File: config.mk
export PLATFORM = sky130hd
export DESIGN_NAME = bts_unit
export DESIGN_NICKNAME = d
export VERILOG_FILES = /design/src/common/bts_pkg.sv /design/src/core/bts_unit.sv /design/src/core/bts_decode.sv
export SDC_FILE = /design/constraint.sdc
export NUM_CORES = 1
export LEC_CHECK = 0
export BUFFER_PORTS_ARGS = -buffer_cell sky130_fd_sc_hd__buf_4
export CORE_MARGIN = 2
export CORE_UTILIZATION = 45
export DETAILED_ROUTE_END_ITERATION = 10
export GPL_TIMING_DRIVEN = 0
export PLACE_DENSITY_LB_ADDON = 0.1
export SETUP_SLACK_MARGIN = 0.05
export SYNTH_ARGS = -nofsm -noshare
export SYNTH_HDL_FRONTEND = slang
export SYNTH_SLANG_ARGS = --single-unit
export TNS_END_PERCENT = 30
File: constraint.sdc
create_clock -name ref_clk -period 4.8 [get_ports ref_clk]
set_clock_uncertainty 0.15 [all_clocks]
set_input_delay 0.48 -clock ref_clk [delete_from_list [all_inputs] [get_ports ref_clk]]
set_output_delay 0.48 -clock ref_clk [all_outputs]
set_load 0.01 [all_outputs]
File: src/common/bts_pkg.sv
package bts_pkg;
   timeunit 1ns;
   timeprecision 1ps;

   // ----------------------------------------------------------------
   // word layout
   // ----------------------------------------------------------------
   localparam int INSTR_W = 14;
   localparam int DATA_W = 8;
   localparam int ADDR_W = 7;
   localparam int SEL_W = 3;
   localparam int CLASS_MSB = 13;
   localparam int CLASS_LSB = 12;
   localparam int OP_MSB = 11;
   localparam int OP_LSB = 10;
   localparam int SEL_MSB = 9;
   localparam int SEL_LSB = 7;
   localparam int ADDR_MSB = 6;
   localparam int ADDR_LSB = 0;

   localparam logic [1:0] BIT_CLASS = 2'h1;
   localparam logic [1:0] OPC_SET = 2'h1;
   localparam logic [1:0] OPC_SKIP_CLEAR = 2'h2;
   localparam logic [1:0] OPC_SKIP_SET = 2'h3;

   // ----------------------------------------------------------------
   // timing and reset values
   // ----------------------------------------------------------------
   localparam int REF_CLK_HZ = 25_000_000;
   localparam int CLKS_PER_CYCLE = 4;
   localparam logic [ADDR_W-1:0] ADDR_RST = 7'h00;
   localparam logic [DATA_W-1:0] DATA_RST = 8'h00;

   // ----------------------------------------------------------------
   // types
   // ----------------------------------------------------------------
   typedef enum logic [1:0] {
      BTS_OP_NONE = 2'b00,
      BTS_OP_SET_BIT = 2'b01,
      BTS_OP_SKIP_CLEAR = 2'b10,
      BTS_OP_SKIP_SET = 2'b11
   } bts_op_t;

   typedef enum logic [1:0] {
      BTS_PH_ISSUE = 2'b00,
      BTS_PH_READ = 2'b01,
      BTS_PH_EVAL = 2'b10,
      BTS_PH_COMMIT = 2'b11
   } bts_phase_t;

   typedef struct packed {
      bts_op_t op;
      logic [SEL_W-1:0] bitSel;
      logic [ADDR_W-1:0] fileAddr;
   } bts_dec_t;

   typedef struct packed {
      logic [ADDR_W-1:0] addr;
      logic rdEn;
      logic wrEn;
      logic [DATA_W-1:0] wrData;
   } bts_mem_t;

   function automatic logic [DATA_W-1:0] bitMask(input logic [SEL_W-1:0] sel);
      bitMask = DATA_W'(1) << sel;
   endfunction

endpackage

File: src/core/bts_unit.sv
module bts_unit (
   input wire logic ref_clk,
   input wire logic resetn,
   input wire logic [bts_pkg::INSTR_W-1:0] instrWord,
   input wire logic [bts_pkg::DATA_W-1:0] memRdData,
   output logic cycleStart,
   output logic claimed,
   output logic [bts_pkg::ADDR_W-1:0] memAddr,
   output logic memRdEn,
   output logic memWrEn,
   output logic [bts_pkg::DATA_W-1:0] memWrData,
   output logic flush,
   output logic nopCycle,
   output logic retire
);
   timeunit 1ns;
   timeprecision 1ps;

   // ----------------------------------------------------------------
   // state
   // ----------------------------------------------------------------
   typedef struct packed {
      bts_pkg::bts_phase_t phase;
      bts_pkg::bts_dec_t cur;
      logic discard;
      logic [bts_pkg::DATA_W-1:0] readVal;
      logic testTrue;
      bts_pkg::bts_mem_t mem;
      logic cycleStart;
      logic claimed;
      logic flush;
      logic nopCycle;
      logic retire;
   } bts_state_t;

   bts_state_t st_r;
   bts_state_t st_nxt;
   bts_pkg::bts_dec_t dec;
   logic [bts_pkg::DATA_W-1:0] mask;

   bts_decode u_decode (
      .instrWord(instrWord),
      .dec(dec)
   );

   assign mask = bts_pkg::bitMask(st_r.cur.bitSel);

   // ----------------------------------------------------------------
   // next state: one instruction cycle is four ref_clk phases
   // ----------------------------------------------------------------
   always_comb begin
      st_nxt = st_r;
      st_nxt.mem.rdEn = 1'b0;
      st_nxt.mem.wrEn = 1'b0;
      st_nxt.cycleStart = 1'b0;
      st_nxt.flush = 1'b0;
      st_nxt.retire = 1'b0;
      case (st_r.phase)
         bts_pkg::BTS_PH_ISSUE: begin
            st_nxt.phase = bts_pkg::BTS_PH_READ;
            st_nxt.cycleStart = 1'b1;
            st_nxt.testTrue = 1'b0;
            st_nxt.nopCycle = st_r.discard;
            st_nxt.discard = 1'b0;
            // a discarded prefetch executes as a nop
            if (st_r.discard) begin
               st_nxt.cur.op = bts_pkg::BTS_OP_NONE;
            end else begin
               st_nxt.cur = dec;
            end
            st_nxt.claimed = !st_r.discard && (dec.op != bts_pkg::BTS_OP_NONE);
            if (!st_r.discard && (dec.op != bts_pkg::BTS_OP_NONE)) begin
               st_nxt.mem.addr = dec.fileAddr;
               st_nxt.mem.rdEn = 1'b1;
            end
         end
         bts_pkg::BTS_PH_READ: begin
            st_nxt.phase = bts_pkg::BTS_PH_EVAL;
         end
         bts_pkg::BTS_PH_EVAL: begin
            st_nxt.phase = bts_pkg::BTS_PH_COMMIT;
            st_nxt.readVal = memRdData;
            case (st_r.cur.op)
               bts_pkg::BTS_OP_SKIP_CLEAR:
                  st_nxt.testTrue = (memRdData & mask) == bts_pkg::DATA_RST;
               bts_pkg::BTS_OP_SKIP_SET:
                  st_nxt.testTrue = (memRdData & mask) != bts_pkg::DATA_RST;
               default: st_nxt.testTrue = 1'b0;
            endcase
         end
         bts_pkg::BTS_PH_COMMIT: begin
            st_nxt.phase = bts_pkg::BTS_PH_ISSUE;
            st_nxt.retire = st_r.claimed;
            case (st_r.cur.op)
               bts_pkg::BTS_OP_SET_BIT: begin
                  // only the selected bit changes; no flag path exists
                  st_nxt.mem.wrEn = 1'b1;
                  st_nxt.mem.wrData = st_r.readVal | mask;
               end
               bts_pkg::BTS_OP_SKIP_CLEAR, bts_pkg::BTS_OP_SKIP_SET: begin
                  // tests never write; they skip only on a true test
                  st_nxt.flush = st_r.testTrue;
                  st_nxt.discard = st_r.testTrue;
               end
               default: begin
                  st_nxt.discard = 1'b0;
               end
            endcase
         end
         default: begin
            st_nxt.phase = bts_pkg::BTS_PH_ISSUE;
         end
      endcase
   end

   // ----------------------------------------------------------------
   // registers
   // ----------------------------------------------------------------
   always_ff @(posedge ref_clk or negedge resetn) begin
      if (!resetn) begin
         st_r.phase <= bts_pkg::BTS_PH_ISSUE;
         st_r.cur.op <= bts_pkg::BTS_OP_NONE;
         st_r.cur.bitSel <= '0;
         st_r.cur.fileAddr <= bts_pkg::ADDR_RST;
         st_r.discard <= 1'b0;
         st_r.readVal <= bts_pkg::DATA_RST;
         st_r.testTrue <= 1'b0;
         st_r.mem.addr <= bts_pkg::ADDR_RST;
         st_r.mem.rdEn <= 1'b0;
         st_r.mem.wrEn <= 1'b0;
         st_r.mem.wrData <= bts_pkg::DATA_RST;
         st_r.cycleStart <= 1'b0;
         st_r.claimed <= 1'b0;
         st_r.flush <= 1'b0;
         st_r.nopCycle <= 1'b0;
         st_r.retire <= 1'b0;
      end else begin
         st_r <= st_nxt;
      end
   end

   // ----------------------------------------------------------------
   // outputs
   // ----------------------------------------------------------------
   assign cycleStart = st_r.cycleStart;
   assign claimed = st_r.claimed;
   assign memAddr = st_r.mem.addr;
   assign memRdEn = st_r.mem.rdEn;
   assign memWrEn = st_r.mem.wrEn;
   assign memWrData = st_r.mem.wrData;
   assign flush = st_r.flush;
   assign nopCycle = st_r.nopCycle;
   assign retire = st_r.retire;

endmodule

File: src/core/bts_decode.sv
module bts_decode (
   input wire logic [bts_pkg::INSTR_W-1:0] instrWord,
   output bts_pkg::bts_dec_t dec
);
   timeunit 1ns;
   timeprecision 1ps;

   logic [1:0] opField;

   assign opField = instrWord[bts_pkg::OP_MSB:bts_pkg::OP_LSB];

   always_comb begin
      dec.bitSel = instrWord[bts_pkg::SEL_MSB:bts_pkg::SEL_LSB];
      dec.fileAddr = instrWord[bts_pkg::ADDR_MSB:bts_pkg::ADDR_LSB];
      dec.op = bts_pkg::BTS_OP_NONE;
      if (instrWord[bts_pkg::CLASS_MSB:bts_pkg::CLASS_LSB] == bts_pkg::BIT_CLASS) begin
         case (opField)
            bts_pkg::OPC_SKIP_CLEAR: dec.op = bts_pkg::BTS_OP_SKIP_CLEAR;
            bts_pkg::OPC_SKIP_SET: dec.op = bts_pkg::BTS_OP_SKIP_SET;
            bts_pkg::OPC_SET: dec.op = bts_pkg::BTS_OP_SET_BIT;
            default: dec.op = bts_pkg::BTS_OP_NONE;
         endcase
      end
   end

endmodule

# == Word level (Yosys, flattened, before mapping) ==
# Index checks and enable logic that the tools add are counted.
# classes
n_reduce_logical,13
bitwise,3
n_eq_ne,11
shift,1
mux,16
# op_table
operator,n
2-to-1 mux 9 bit,2
== test 2 bit (second input constant),6
AND 8 bit,1
== test 2 x 1 -> 1 bit (second input constant),4
zero test 8 bit,1
OR 8 bit,1
one-hot mux 1 bit (2 select lines),4
one-hot mux 2 bit (4 select lines),1
AND reduction 2 bit,4
nonzero test 8 bit,1
<< shifter 1 x 3 -> 8 bit (first input constant),1
2-to-1 mux 2 bit,3
one-hot mux 2 bit (3 select lines),1
nonzero test 2 bit,3
2-to-1 mux 1 bit,5
zero test 2 bit,1
inequality test 2 bit (second input constant),1
OR reduction 2 bit,1
logical AND 1 bit,1
zero test 1 bit,1
NOT 1 bit,1
# totals
wordCells,59
in_bits,24
reg_bits,39

# == Depth between registers and ports, before layout ==
# Gate-level depths: netlist of run 1.
# depth
depth_word,7
depth_mapped,7

# == By module ==
# Synthesis of run 1 repeated with hierarchy kept, for this count alone.
# hier_totals
cells_unflattened,148
hier_area_um2,1771.7
# by_module_without_submodules
module,seq_area_each_um2,cells_each,area_each_um2,instances
bts_unit,975.9,136,1679.1,1
bts_decode,0.0,12,92.6,1

# == Least setup slack after synthesis of run 1 ==
# OpenSTA, ideal clock, no wires.
# synth_timing
path_kind,reg-to-reg
start,reg st_r[44] in the netlist's numbering
end,reg st_r (netlist bit memAddr[0])
arrival_time_ns,1.620
slack_ns,2.905
path_stages_with_launch,8
required_ns,4.525
setup_ns,0.125
path_buffers,1
cell_sequence,dfrtp_1 inv_1 ha_1 inv_1 nor2_4 and4bb_2 buf_6 mux2_2
# synth_between
elab_chain_cells,2
# synth_rtl
element,line_no,rtl
from (decl),bts_unit.sv:36,bts_state_t st_r;
from (signal assigned),bts_unit.sv:138,st_r <= st_nxt;
zero test 2 bit,bts_unit.sv:58,case (st_r.phase)
AND reduction 2 bit (no line),--,
# No other way between the ends.
# A chain may end at the register's enable or synchronous reset.

# == Worst setup path after layout of run 1 ==
# layout_timing
start,reg st_r[44] in the netlist's numbering
end,reg st_r (netlist bit memAddr[2])
# The elaborated chain is that of the path after synthesis.

==> results by stage, run 1 <==
Clock network:
- The clock latency on the worst-skew pair is 0.29 ns.
- The maximum root-to-sink buffer count is 2.
- The clock-pin slew on the worst setup and hold paths is 0.07 ns.
- The number of gates resized after CTS was 0.
- The clock root buffer is sky130_fd_sc_hd__clkbuf_8.
- The number of sinks driven by the clock tree is 39.
- The clock tree from TritonCTS is done.
- Buffers added to address setup during post-CTS repair amount to 0.
- The hold buffer count at cts is 0.
- In this run the number of H-tree levels came out at 2.
- Buffers inserted during clock tree synthesis total 5.

Power:
- The static leakage power is 1.12 nW.
- The power per cell area is 337 nW/um^2.
- The maximum VDD drop is 203 uV.

STA:
- The worst path uses 44.3% of the clock period.
- The clock period could shrink to 2.13 ns.
- Measured against its own limit, the worst slew margin works out to 65.6%.
- The number of pins with negative max-slew slack in the final report is 0.
- The final-report hold violation count is 15.
- For the final routed database, the setup TNS stands at 0 ns.
- Setup repair after global routing left no endpoint under its margin.
- For this run, the top clock speed supported by timing is 470 MHz.
- Setup violations remaining at the end of the flow were counted as 0.
- For the pin with the worst max-slew slack, the measured transition is 0.515 ns.
- Final hold analysis gives a worst-case slack of -0.00428 ns.

Route:
- The detailed router finished its first iteration with 68 violations.
- The overall via count from detail_route is 1148.
- After detailed routing, the total wire length is 3.07 mm.
- The number of detailed-routing iterations run before antenna repair is 4.
- The number of nets with antenna violations after detailed routing is 0.
- The post-detailed-route DRC marker count is 0.
- After detailed routing, the number of vias per cell comes to 4.76.
- In the final routed layout, each cell accounts on average for 12.8 um.

Floorplan:
- Measured along the x axis, the die boundary spans 66.1 um.
- From bottom edge to top edge, the die measures 66.1 um.
- The number of primary I/O pins is 46.
- The area of the die is 4360 um^2.
- The floorplan has 22 rows.
- The effective utilization at floorplan is 47.0%.
- In this run the standard cell core region covers 3690 um^2.

Critical path:
- The category of the worst setup path launch point is a flop.
- STA classifies the critical path endpoint as a flop.
- Data on the critical path is required at its endpoint by 4.83 ns.
- The setup slack of the most critical reg-to-reg path is 2.67 ns.
- Along the worst path, the maximum fanout reaches 9.
- Traced cell by cell, the critical path runs through inv_1 > ha_1 > inv_1 > nor2_4 > and4bb_2 > buf_6 > mux2_2.
- On the critical path, the stage with the largest delay is an instance of sky130_fd_sc_hd__dfrtp_1.
- The largest single stage delay on the critical path is 0.39 ns.
- Among the stages of the critical path, the cell type that occurs most often is sky130_fd_sc_hd__inv_1.
- By startpoint and endpoint, the worst setup path is classified as reg2reg.
- Data on the critical path arrives at its endpoint at 2.15 ns.

Synthesis:
- In this run, synthesis produced a sequential element count of 39.
- In this run the cell area of the synthesized design comes to 1730 um^2.
- The number of synthesis warnings is 0.
- Sequential cells were found to cover 56.3% of the synthesized design area.
- After synthesis, the netlist uses 25 different library cells.
- After technology mapping, the gate count stands at 140.
- Dividing the synthesized area by the synthesized cell count gives 12.4 um^2.
- The net count after synthesis is 167.

GRT:
- In the global route stage, overall resource usage came out at 16.9%.
- The aggregate global routing overflow is 0.
- The wire length of the first global-routing pass is 5.37 mm.
- The via count of the first global-routing pass is 1183.
- Entering global routing, the biggest net connects 40 pins.
- The initial antenna violation count is 0.

Placement:
- The half-perimeter wire length after detailed placement is 2.38 mm.
- At the end of routability-driven placement, the weighted congestion stood at 0.776.
- The number of instances in the placed design is 233.
- The number of input and output port buffers inserted is 45.

Layout:
- The number of fill cells in the layout is 309.
- The area added between synthesis and finish is 28.7%.
- The final cell count without fillers is 241.
- The number of nets in the layout is 219.
- The area of combinational cells with multiple inputs is 544 um^2.
- Of the cells placed in the final design, the portion with a size suffix greater than 1 is 47.7%.
- In the final layout, flip-flops and latches occupy 976 um^2.
- The number of diodes is 0.

Run status:
- The run finished, with violations left.
- The final reports fail on hold timing.

Flow run:
- The max-cap violation count is 0.

Worst hold path:
- The path class of the tightest hold or removal check is in2async.
-- final cells by class --
cell class	count	share of cell area [%]
Multi-Input combinational cell	71	24.4
Inverter	10	1.68
Tap cell	48	2.69
Sequential cell	39	43.7
Timing Repair Buffer	45	15.1
Buffer	20	7.85
Clock buffer	8	4.49
-- layout by cell type (no fill, tap or decap), drive strengths merged, types with 2 or more instances in the layout --
cell type,count
nand2,12
a21oi,2
nor2,3
a31oi,6
ha,3
buf,62
inv,10
o21ai,14
mux2,16
dfrtp,39
mux4,2
clkbuf,10
a21o,2
nand3,3
-- critical path, delay by kind of cell (launching register included) --
family / cells / cell delay [ns]
adders and majority gates: 1 / 0.32
buffers and inverters: 3 / 0.37
DFF: 1 / 0.39
muxes: 1 / 0.34
and+or+nand+nor: 2 / 0.44
-- kinds of logic after synthesis --
| logic type | after synthesis | share of synthesized area, % |
|---|---|---|
| mux | 19 | 13.6 |
| simple gates | 23 | 6.79 |
| compound gates | 25 | 8.38 |
| fa+ha+maj | 3 | 2.17 |
| buf+inv | 30 | 12.3 |
| flops | 39 | 56.3 |
| xor+xnor | 1 | 0.506 |
-- cell usage after synthesis --
library cell,n,share of area (%)
sky130_fd_sc_hd__dfrtp_1,39,56
sky130_fd_sc_hd__mux2_2,16,10
sky130_fd_sc_hd__buf_4,15,6.5
sky130_fd_sc_hd__o21ai_0,14,4.0
sky130_fd_sc_hd__nand2_1,12,2.6
sky130_fd_sc_hd__inv_1,10,2.2
sky130_fd_sc_hd__a31oi_1,6,2.2
sky130_fd_sc_hd__ha_1,3,2.2
sky130_fd_sc_hd__nand3_1,3,0.87
sky130_fd_sc_hd__a21o_1,2,0.87
sky130_fd_sc_hd__a21oi_1,2,0.58
sky130_fd_sc_hd__buf_6,2,1.3
sky130_fd_sc_hd__clkbuf_1,2,0.43
sky130_fd_sc_hd__mux4_2,2,2.6
sky130_fd_sc_hd__nor2_1,2,0.43
sky130_fd_sc_hd__and2_1,1,0.36
sky130_fd_sc_hd__and3_1,1,0.36
sky130_fd_sc_hd__and4bb_2,1,0.72
sky130_fd_sc_hd__bufbuf_16,1,1.9
sky130_fd_sc_hd__mux2i_1,1,0.58
sky130_fd_sc_hd__nor2_4,1,0.65
sky130_fd_sc_hd__nor3b_1,1,0.43
sky130_fd_sc_hd__o22ai_2,1,0.72
sky130_fd_sc_hd__or2_2,1,0.36
sky130_fd_sc_hd__xnor2_1,1,0.51
-- routing by layer --
layer / track usage [%] / wire (um)
met5: 0 / 0
met4: 9.18 / 50
met3: 4.43 / 220
met2: 27.5 / 1540
met1: 20.6 / 1260
-- state kept, by name, indices dropped and copies added, names as in the netlist --
register and cells:
nopCycle 1, st_r 17, cycleStart 1, claimed 1, memWrEn 1, memAddr 7, retire 1, memWrData 8
flush 1, memRdEn 1
-- through the flow --
stage	hold slack (ns)	power [mW]	setup WS, ns	area, um^2	util, %
finish	-0.00428	0.753	2.67	2230	60.5
CTS	0.0149	0.762	2.67	2230	60.5
global route	0.0286	0.790	2.54	2230	60.5
floorplan	0.0344	0.455	2.90	1730	-
global placement	0.314	0.517	2.74	2130	57.8
detailed placement	0.322	0.522	2.67	2130	57.8
-- power breakdown --
group / total [mW] / internal (mW) / switching (mW)
Clock: 0.240 / 0.131 / 0.109
Sequential: 0.372 / 0.357 / 0.0150
Combinational: 0.141 / 0.0901 / 0.0504
Total: 0.753 / 0.578 / 0.175
-- path summary, 6_finish.rpt --
path                              start      endpoint  depth (start not counted)
max in group asynchronous        resetn       claimed                          1
min in group ref_clk       instrWord[7]      st_r[39]                          3
max                            st_r[44]    memAddr[2]                          7
min reg2reg                memWrData[2]  memWrData[2]                          2
max reg2reg                    st_r[44]    memAddr[2]                          7
min                              resetn  memWrData[7]                          1
No activity file was read; power rests on OpenSTA's default activity.
==> run 2: changes to the inputs <==
==> constraint.sdc (replaced) <==
create_clock -name ref_clk -period 2.15 [get_ports ref_clk]
set_clock_uncertainty 0.15 [all_clocks]
set_input_delay 0.215 -clock ref_clk [delete_from_list [all_inputs] [get_ports ref_clk]]
set_output_delay 0.215 -clock ref_clk [all_outputs]
set_load 0.01 [all_outputs]
==> run 2 against run 1 <==
The run now ends clean. First-iteration DRC count grew 18%. Global-route usage rose by 0.11 points. Die area stayed put. Critical path depth unchanged. Critical path type unchanged.
==> results by stage, run 2 (synthesis gave the netlist of run 1 again) <==
Clock network:
- The clock-pin slew on the worst setup and hold paths is 0.07 ns (about the same).
- The number of sinks driven by the clock tree is 39 (unchanged).
- The clock tree from TritonCTS is done.
- The maximum root-to-sink buffer count is 2 (unchanged).
- The clock root buffer is sky130_fd_sc_hd__clkbuf_8.
- The depth of the CTS H-tree was 2 (unchanged).
- The clock latency on the worst-skew pair is 0.29 ns (about the same).
- The number of buffers added by the clock tree synthesis step is 5 (unchanged).

Layout:
- The library cell used most frequently in the layout, excluding fill and tap cells, is sky130_fd_sc_hd__buf_4.
- The cell area after layout is 2310 um^2 (+3.7%).
- The number of flip-flops under the largest register name came to 17 (unchanged).
- The area added between synthesis and finish is 33.5%.
- The utilization after layout is 62.7% (+2.2 points).
- The number of nets in the layout is 226 (+3.2%).
- The ratio of cells with drive above 1 in the final layout was 46.5% (-1.2 points).
- Leaving out fill and tap cells, the most frequent cells in the layout are sky130_fd_sc_hd__buf_4 (60), sky130_fd_sc_hd__dfrtp_1 (39), sky130_fd_sc_hd__mux2_2 (16).
- More flip-flops sit in one register than any other, and that register is st_r.
- The number of diodes is 0 (unchanged).
- The final cell count without fillers was 248 (+2.9%).

Power:
- The power per cell area is 730 nW/um^2 (+120%).
- The total design power is 1.69 mW (+120%).
- The static leakage power is 1.15 nW (+2.7%).
- The maximum VDD drop is 458 uV (+130%).

GRT:
- The aggregate global-route resource usage came to 17.1% (+0.11 points).
- The pin count of the biggest net entering global routing is 40 (unchanged).
- The initial antenna violation count came to 0 (unchanged).
- The wire length of the first global-routing pass came to 5.42 mm (+1.0%).
- The aggregate global routing overflow is 0 (unchanged).
- The via count of the first global-routing pass is 1199 (+1.4%).

Floorplan:
- The placement row count is 22 (unchanged).
- The number of primary I/O pins is 46 (unchanged).
- The area of the die is 4360 um^2 (unchanged).
- The chip height was 66.1 um (unchanged).
- The effective utilization at floorplan is 47.0% (unchanged).
- The x dimension of the die is 66.1 um (unchanged).
- The core area is 3690 um^2 (unchanged).

Critical path:
- The start of the worst register-to-register path is st_r[44].
- The top cell family by delay on the critical path is simple AND/OR/NAND/NOR gates.
- The largest individual stage delay along the critical path comes from the cell sky130_fd_sc_hd__dfrtp_1.
- The endpoint of the worst-slack reg-to-reg timing path is memAddr[2].
- The longest individual stage delay on the worst path came to 0.39 ns (about the same).
- The most critical setup path has its endpoint at memAddr[2].
- The instance count on the critical path came to 7 (unchanged).
- Tracing the worst setup path back leads to its startpoint at st_r[44].
- By instance count, the cell type seen most on the critical path is sky130_fd_sc_hd__inv_1.
- The worst reg-to-reg path cell count is 7 (unchanged).
- The count of buffering cells on the critical path with inverters included came to 3 (unchanged).
- The worst setup path is captured at a flop.
- The data required time of the critical path is 2.18 ns (-2.65 ns).
- The data arrival time of the critical path is 2.01 ns (-0.14 ns).
- The setup slack of the most critical reg-to-reg path is 0.17 ns (-2.51 ns).
- Traced cell by cell, the critical path runs through inv_1 > ha_4 > inv_1 > nor2_4 > and4bb_2 > buf_6 > mux2_2.
- The category of the worst setup path launch point is a flop.
- The critical-path maximum fanout came to 9 (unchanged).
- The worst setup path is of the reg2reg kind.

Flow run:
- The max-cap violation count is 0 (unchanged).

Route:
- The number of detailed-routing iterations run before antenna repair was 4 (unchanged).
- The total routed wirelength is 3.11 mm (+1.2%).
- The DRC violation total after the first TritonRoute iteration is 80 (+18%).
- The post-detailed-route DRC marker count is 0 (unchanged).
- The ratio of routed vias to standard cells is 4.75 (-0.20%).
- The routed wire length per instance is 12.5 um (-1.7%).
- The number of nets with antenna violations after detailed routing is 0 (unchanged).
- The overall via count from detail_route is 1179 (+2.7%).

STA:
- Setup repair after global routing left no endpoint under its margin.
- The worst-margin pin slew is 0.518 ns (+0.00305 ns).
- The number of pins with negative max-slew slack in the final report came to 0 (unchanged).
- The worst hold slack across all endpoints is 0.00887 ns (+0.0132 ns).
- The relative max-transition margin is 65.4% (-0.20 points).
- The setup total negative slack is 0 ns (unchanged).
- The final setup slack of the worst path is 0.165 ns (-2.51 ns).
- The final-report hold violation count is 0 (-15).
- The shortest period the worst path allows is 1.98 ns (-0.143 ns).
- The share of the cycle needed by the critical path after routing is 92.3% (+48 points).
- The setup-violating endpoint count in the final report is 0 (unchanged).
- The highest clock rate is 504 MHz (+7.2%).

Run status:
- The flow ran to the end, and the final reports show no timing, DRC or antenna violations.

Placement:
- The total cell area at the placement stage is 2130 um^2 (unchanged).
- The half-perimeter wire length after detailed placement is 2.38 mm (unchanged).
- The number of instances in the placed design is 233 (unchanged).
- The worst-case setup slack after placement is 0.0247 ns (-2.65 ns).
- The weighted congestion reported at the end of routability-driven placement was 0.776 (unchanged).
- The number of input and output port buffers inserted came to 45 (unchanged).

Worst hold path:
- The worst hold path cell count is 2.
- The worst hold path belongs to the class in2reg.
[run 2: changes by cell type in the layout (fill, tap and decap cells not counted)]
cell,before,now
sky130_fd_sc_hd__ha_1,3,2
sky130_fd_sc_hd__dlygate4sd3_1,0,7
sky130_fd_sc_hd__ha_4,0,1
[run 2: worst register-to-register path: stages, from the launching register on]
cell and delay (ns):
sky130_fd_sc_hd__dfrtp_1 0.39, sky130_fd_sc_hd__inv_1 0.13, sky130_fd_sc_hd__ha_4 0.20, sky130_fd_sc_hd__inv_1 0.09, sky130_fd_sc_hd__nor2_4 0.18, sky130_fd_sc_hd__and4bb_2 0.25
sky130_fd_sc_hd__buf_6 0.14, sky130_fd_sc_hd__mux2_2 0.34
[run 2: repair_timing]
action	in CTS	in global routing
hold buffers	6	1
endpoints found under the hold margin	44	1
buffers inserted	0	0
resized for setup	1	1
setup endpoints to repair	7	7
[run 2: per-layer routing]
metal	track usage, %	share of wire, %	vias to the layer above
li1	-	-	580
met1	20.8	42	559
met2	27.9	50	34
met3	4.09	6.5	6
met4	9.18	1.6	0
met5	0	0	-
[run 2: area by class of cell]
| cell class | count | area [um^2] |
|---|---|---|
| repair buffers | 52 | 408 |
| multi-input cells | 71 | 557 |
| clock buffers | 8 | 100 |
| flip-flops and latches | 39 | 976 |
| inverters | 10 | 37.5 |
| well taps | 48 | 60.1 |
| fillers | 303 | 1380 |
| plain buffers | 20 | 175 |
[run 2: power breakdown]
part | internal, mW | switching, mW
clock network | 0.292 | 0.242
registers | 0.797 | 0.0336
logic | 0.209 | 0.114
total | 1.30 | 0.390
[run 2: how the worst min path moves through the flow]
| stage | startpoint | to | slack (ns) |
|---|---|---|---|
| 2_1_floorplan | resetn | claimed | -0.23 |
| 3_3_place_gp | resetn | memWrData[3] | 0.06 |
| 3_5_place_dp | resetn | memWrData[7] | 0.07 |
| 4_1_cts | instrWord[5] | memAddr[5] | 0.001 |
| 5_1_grt | instrWord[1] | memAddr[1] | 0.003 |
| 6_report | instrWord[4] | memAddr[4] | 0.009 |
==> run 3: changes to the inputs <==
--- a/config.mk
+++ b/config.mk
@@ -10,7 +10,7 @@
 export CORE_UTILIZATION = 45
 export DETAILED_ROUTE_END_ITERATION = 10
 export GPL_TIMING_DRIVEN = 0
-export PLACE_DENSITY_LB_ADDON = 0.1
+export PLACE_DENSITY = 0.7
 export SETUP_SLACK_MARGIN = 0.05
 export SYNTH_ARGS = -nofsm -noshare
 export SYNTH_HDL_FRONTEND = slang
==> run 3 against run 2 <==
Register-to-register slack improved by 0.03 ns. Maximum frequency increased by 1.4%. Cell area decreased by 2.1%. Final cell count decreased by 1.2%. Non-clock buffer count decreased by 3. Worst hold slack improved by 0.0052 ns. Combinational power about the same. Critical endpoint is now memAddr[5].
==> results by stage, run 3 (synthesis gave the netlist of run 1 again) <==
STA:
- The final-report hold violation count came to 0 (unchanged).
- The highest clock rate is 511 MHz (+1.4%).
- The final setup slack of the worst path is 0.193 ns (+0.0278 ns).
- The setup total negative slack was 0 ns (unchanged).
- The setup-violating endpoint count in the final report was 0 (unchanged).
- The number of pins with negative max-slew slack in the final report is 0 (unchanged).
- The share of the cycle needed by the critical path after routing was 91.0% (-1.3 points).
- The shortest period the worst path allows is 1.96 ns (-0.0278 ns).
- Setup repair after global routing left no endpoint under its margin.
- The relative max-transition margin is 66.5% (+1.1 points).
- The worst-margin pin slew came to 0.502 ns (-0.0164 ns).

Route:
- The DRC violation total after the first TritonRoute iteration is 42 (-48%).
- The number of detailed-routing iterations run before antenna repair was 4 (unchanged).
- The post-detailed-route DRC marker count is 0 (unchanged).
- The total routed wirelength is 3.14 mm (+0.93%).
- The routed wire length per instance came to 12.8 um (+2.2%).
- The ratio of routed vias to standard cells is 4.72 (-0.66%).
- The overall via count from detail_route came to 1157 (-1.9%).
- The number of nets with antenna violations after detailed routing was 0 (unchanged).

Power:
- The maximum VDD drop is 501 uV (+9.4%).
- The static leakage power is 1.13 nW (-1.8%).
- The power per cell area is 710 nW/um^2 (-2.7%).

Critical path:
- STA classifies the critical path startpoint as a flop.
- The most repeated library cell on the critical path is sky130_fd_sc_hd__inv_1.
- The worst reg-to-reg path cell count is 7 (unchanged).
- The endpoint class of the critical path is a flop.
- The critical-path maximum fanout is 9 (unchanged).
- In this run the worst setup path begins at st_r[44].
- The start of the worst register-to-register path is st_r[44].
- The startpoint-to-endpoint class of the critical path is reg2reg.
- Walking the worst path, the cells encountered are inv_1 > ha_4 > inv_1 > nor2_4 > and4bb_2 > buf_6 > mux2_2.
- The cell with the biggest individual delay on the critical path is sky130_fd_sc_hd__dfrtp_1.
- The instance count on the critical path is 7 (unchanged).
- The worst setup path endpoint is memAddr[5].
- The data required time of the critical path is 2.17 ns (about the same).
- In this run the critical register-to-register path is captured at memAddr[5].
- The data arrival time of the critical path is 1.97 ns (-0.04 ns).
- Broken down by cell family, the worst path's largest delay share belongs to simple AND/OR/NAND/NOR gates.
- The setup slack of the most critical reg-to-reg path came to 0.19 ns (+0.03 ns).
- The longest individual stage delay on the worst path was 0.38 ns (about the same).
- The count of buffering cells on the critical path with inverters included is 3 (unchanged).

Placement:
- The worst-case setup slack after placement is 0.0119 ns (-0.0128 ns).
- The number of input and output port buffers inserted came to 45 (unchanged).
- The weighted congestion reported at the end of routability-driven placement is 0.792 (+2.0%).
- The half-perimeter wire length after detailed placement is 2.34 mm (-1.5%).

GRT:
- The aggregate global routing overflow is 0 (unchanged).
- The via count of the first global-routing pass is 1224 (+2.1%).
- The aggregate global-route resource usage is 16.9% (-0.16 points).
- The pin count of the biggest net entering global routing is 40 (unchanged).
- The initial antenna violation count is 0 (unchanged).
- The wire length of the first global-routing pass came to 5.51 mm (+1.5%).

Floorplan:
- The core area is 3690 um^2 (unchanged).
- The chip height is 66.1 um (unchanged).
- The number of primary I/O pins was 46 (unchanged).
- The area of the die came to 4360 um^2 (unchanged).
- The placement row count is 22 (unchanged).
- The x dimension of the die is 66.1 um (unchanged).
- The effective utilization at floorplan is 47.0% (unchanged).

Layout:
- Counting flops per register, the top entry is st_r.
- The number of fill cells in the layout was 326 (+7.6%).
- Relative to the synthesized area, the layout overhead comes to 30.7%.
- The ratio of cells with drive above 1 in the final layout is 46.7% (+0.20 points).
- The number of nets in the layout is 223 (-1.3%).
- The library cell used most frequently in the layout, excluding fill and tap cells, is sky130_fd_sc_hd__buf_4.
- The number of diodes is 0 (unchanged).
- The number of flip-flops under the largest register name came to 17 (unchanged).
- The top cell types in the final layout, fill and taps aside, are sky130_fd_sc_hd__buf_4 (60), sky130_fd_sc_hd__dfrtp_1 (39), sky130_fd_sc_hd__mux2_2 (16).

Worst hold path:
- The launch instance of the worst min-delay path is instrWord[2].
- The tightest min-delay check is of the in2reg type.

Clock network:
- The clock-pin slew on the worst setup and hold paths is 0.07 ns (about the same).
- The number of sinks driven by the clock tree is 39 (unchanged).
- The depth of the CTS H-tree came to 2 (unchanged).
- The maximum root-to-sink buffer count came to 2 (unchanged).
- The clock tree from TritonCTS is done.
- The number of buffers added by the clock tree synthesis step is 5 (unchanged).
- The clock root buffer is sky130_fd_sc_hd__clkbuf_8.
- The clock latency on the worst-skew pair is 0.28 ns (about the same).

Run status:
- The run finished with clean final reports.

Flow run:
- The max-cap violation count was 0 (unchanged).
## run 3: cell types whose count changed in the layout (fill, tap and decap cells not counted), sizes merged
cell / before / now
clkbuf: 10 / 9
dlygate4sd3: 7 / 4
clkinv: 0 / 1
## run 3: layer usage
layer	track usage, %	share of wire, %	vias to the layer above
met5	0	0	-
met4	8.16	1.9	0
met3	4.09	6.1	7
met2	28.7	50	45
met1	20.1	42	538
li1	-	-	567
## run 3: repair_timing
action,4_1_cts,5_1_grt
pin swaps,0,1
hold buffers,4,0
setup endpoints to repair,7,7
endpoints found under the hold margin,42,0
gates resized for setup,1,1
setup buffers,0,0
## run 3: area by class of cell
type | instances | area [um^2] | area share, %
repair buffers | 49 | 378 | 16.7
multi-input cells | 71 | 557 | 24.6
flip-flops and latches | 39 | 976 | 43.1
clock inverters | 1 | 5.00 | 0.221
clock buffers | 7 | 76.3 | 3.37
well taps | 48 | 60.1 | 2.65
inverters | 10 | 37.5 | 1.66
plain buffers | 20 | 175 | 7.73
## run 3: report_power, final
group	internal [mW]	switching [mW]	total, mW
clock network	0.227	0.227	0.454
registers	0.797	0.0344	0.831
logic	0.206	0.116	0.322
total	1.23	0.378	1.61
## run 3: worst reg2reg max path: cells and delay by family (launching register included)
kind,cells,cell delay (ns)
adder cells (fa/ha/maj),1,0.20
buffers and inverters,3,0.35
flip-flops,1,0.38
multiplexers,1,0.34
AND/OR/NAND/NOR,2,0.41
## run 3: worst min path at each step
stage | to | slack [ns] | depth (start not counted)
3_3_place_gp | memAddr[2] | 0.05 | 1
4_1_cts | memAddr[2] | 0.007 | 2
5_1_grt | memAddr[0] | 0.005 | 2
3_5_place_dp | memAddr[2] | 0.06 | 1
6_report | memAddr[2] | 0.01 | 2
2_1_floorplan | claimed | -0.23 | 0
## run 3: through the flow
stage          hold slack [ns]  power (mW)  cells  util (%)  instance area, um^2
2_1_floorplan           -0.231        1.02    140         -                 1730
3_3_place_gp            0.0533        1.15    233      57.8                 2130
3_5_place_dp            0.0640        1.17    233      57.8                 2130
4_1_cts                0.00675        1.63    245      61.1                 2250
5_1_grt                0.00465        1.69    245      61.4                 2260
6_report                0.0140        1.61    245      61.4                 2260
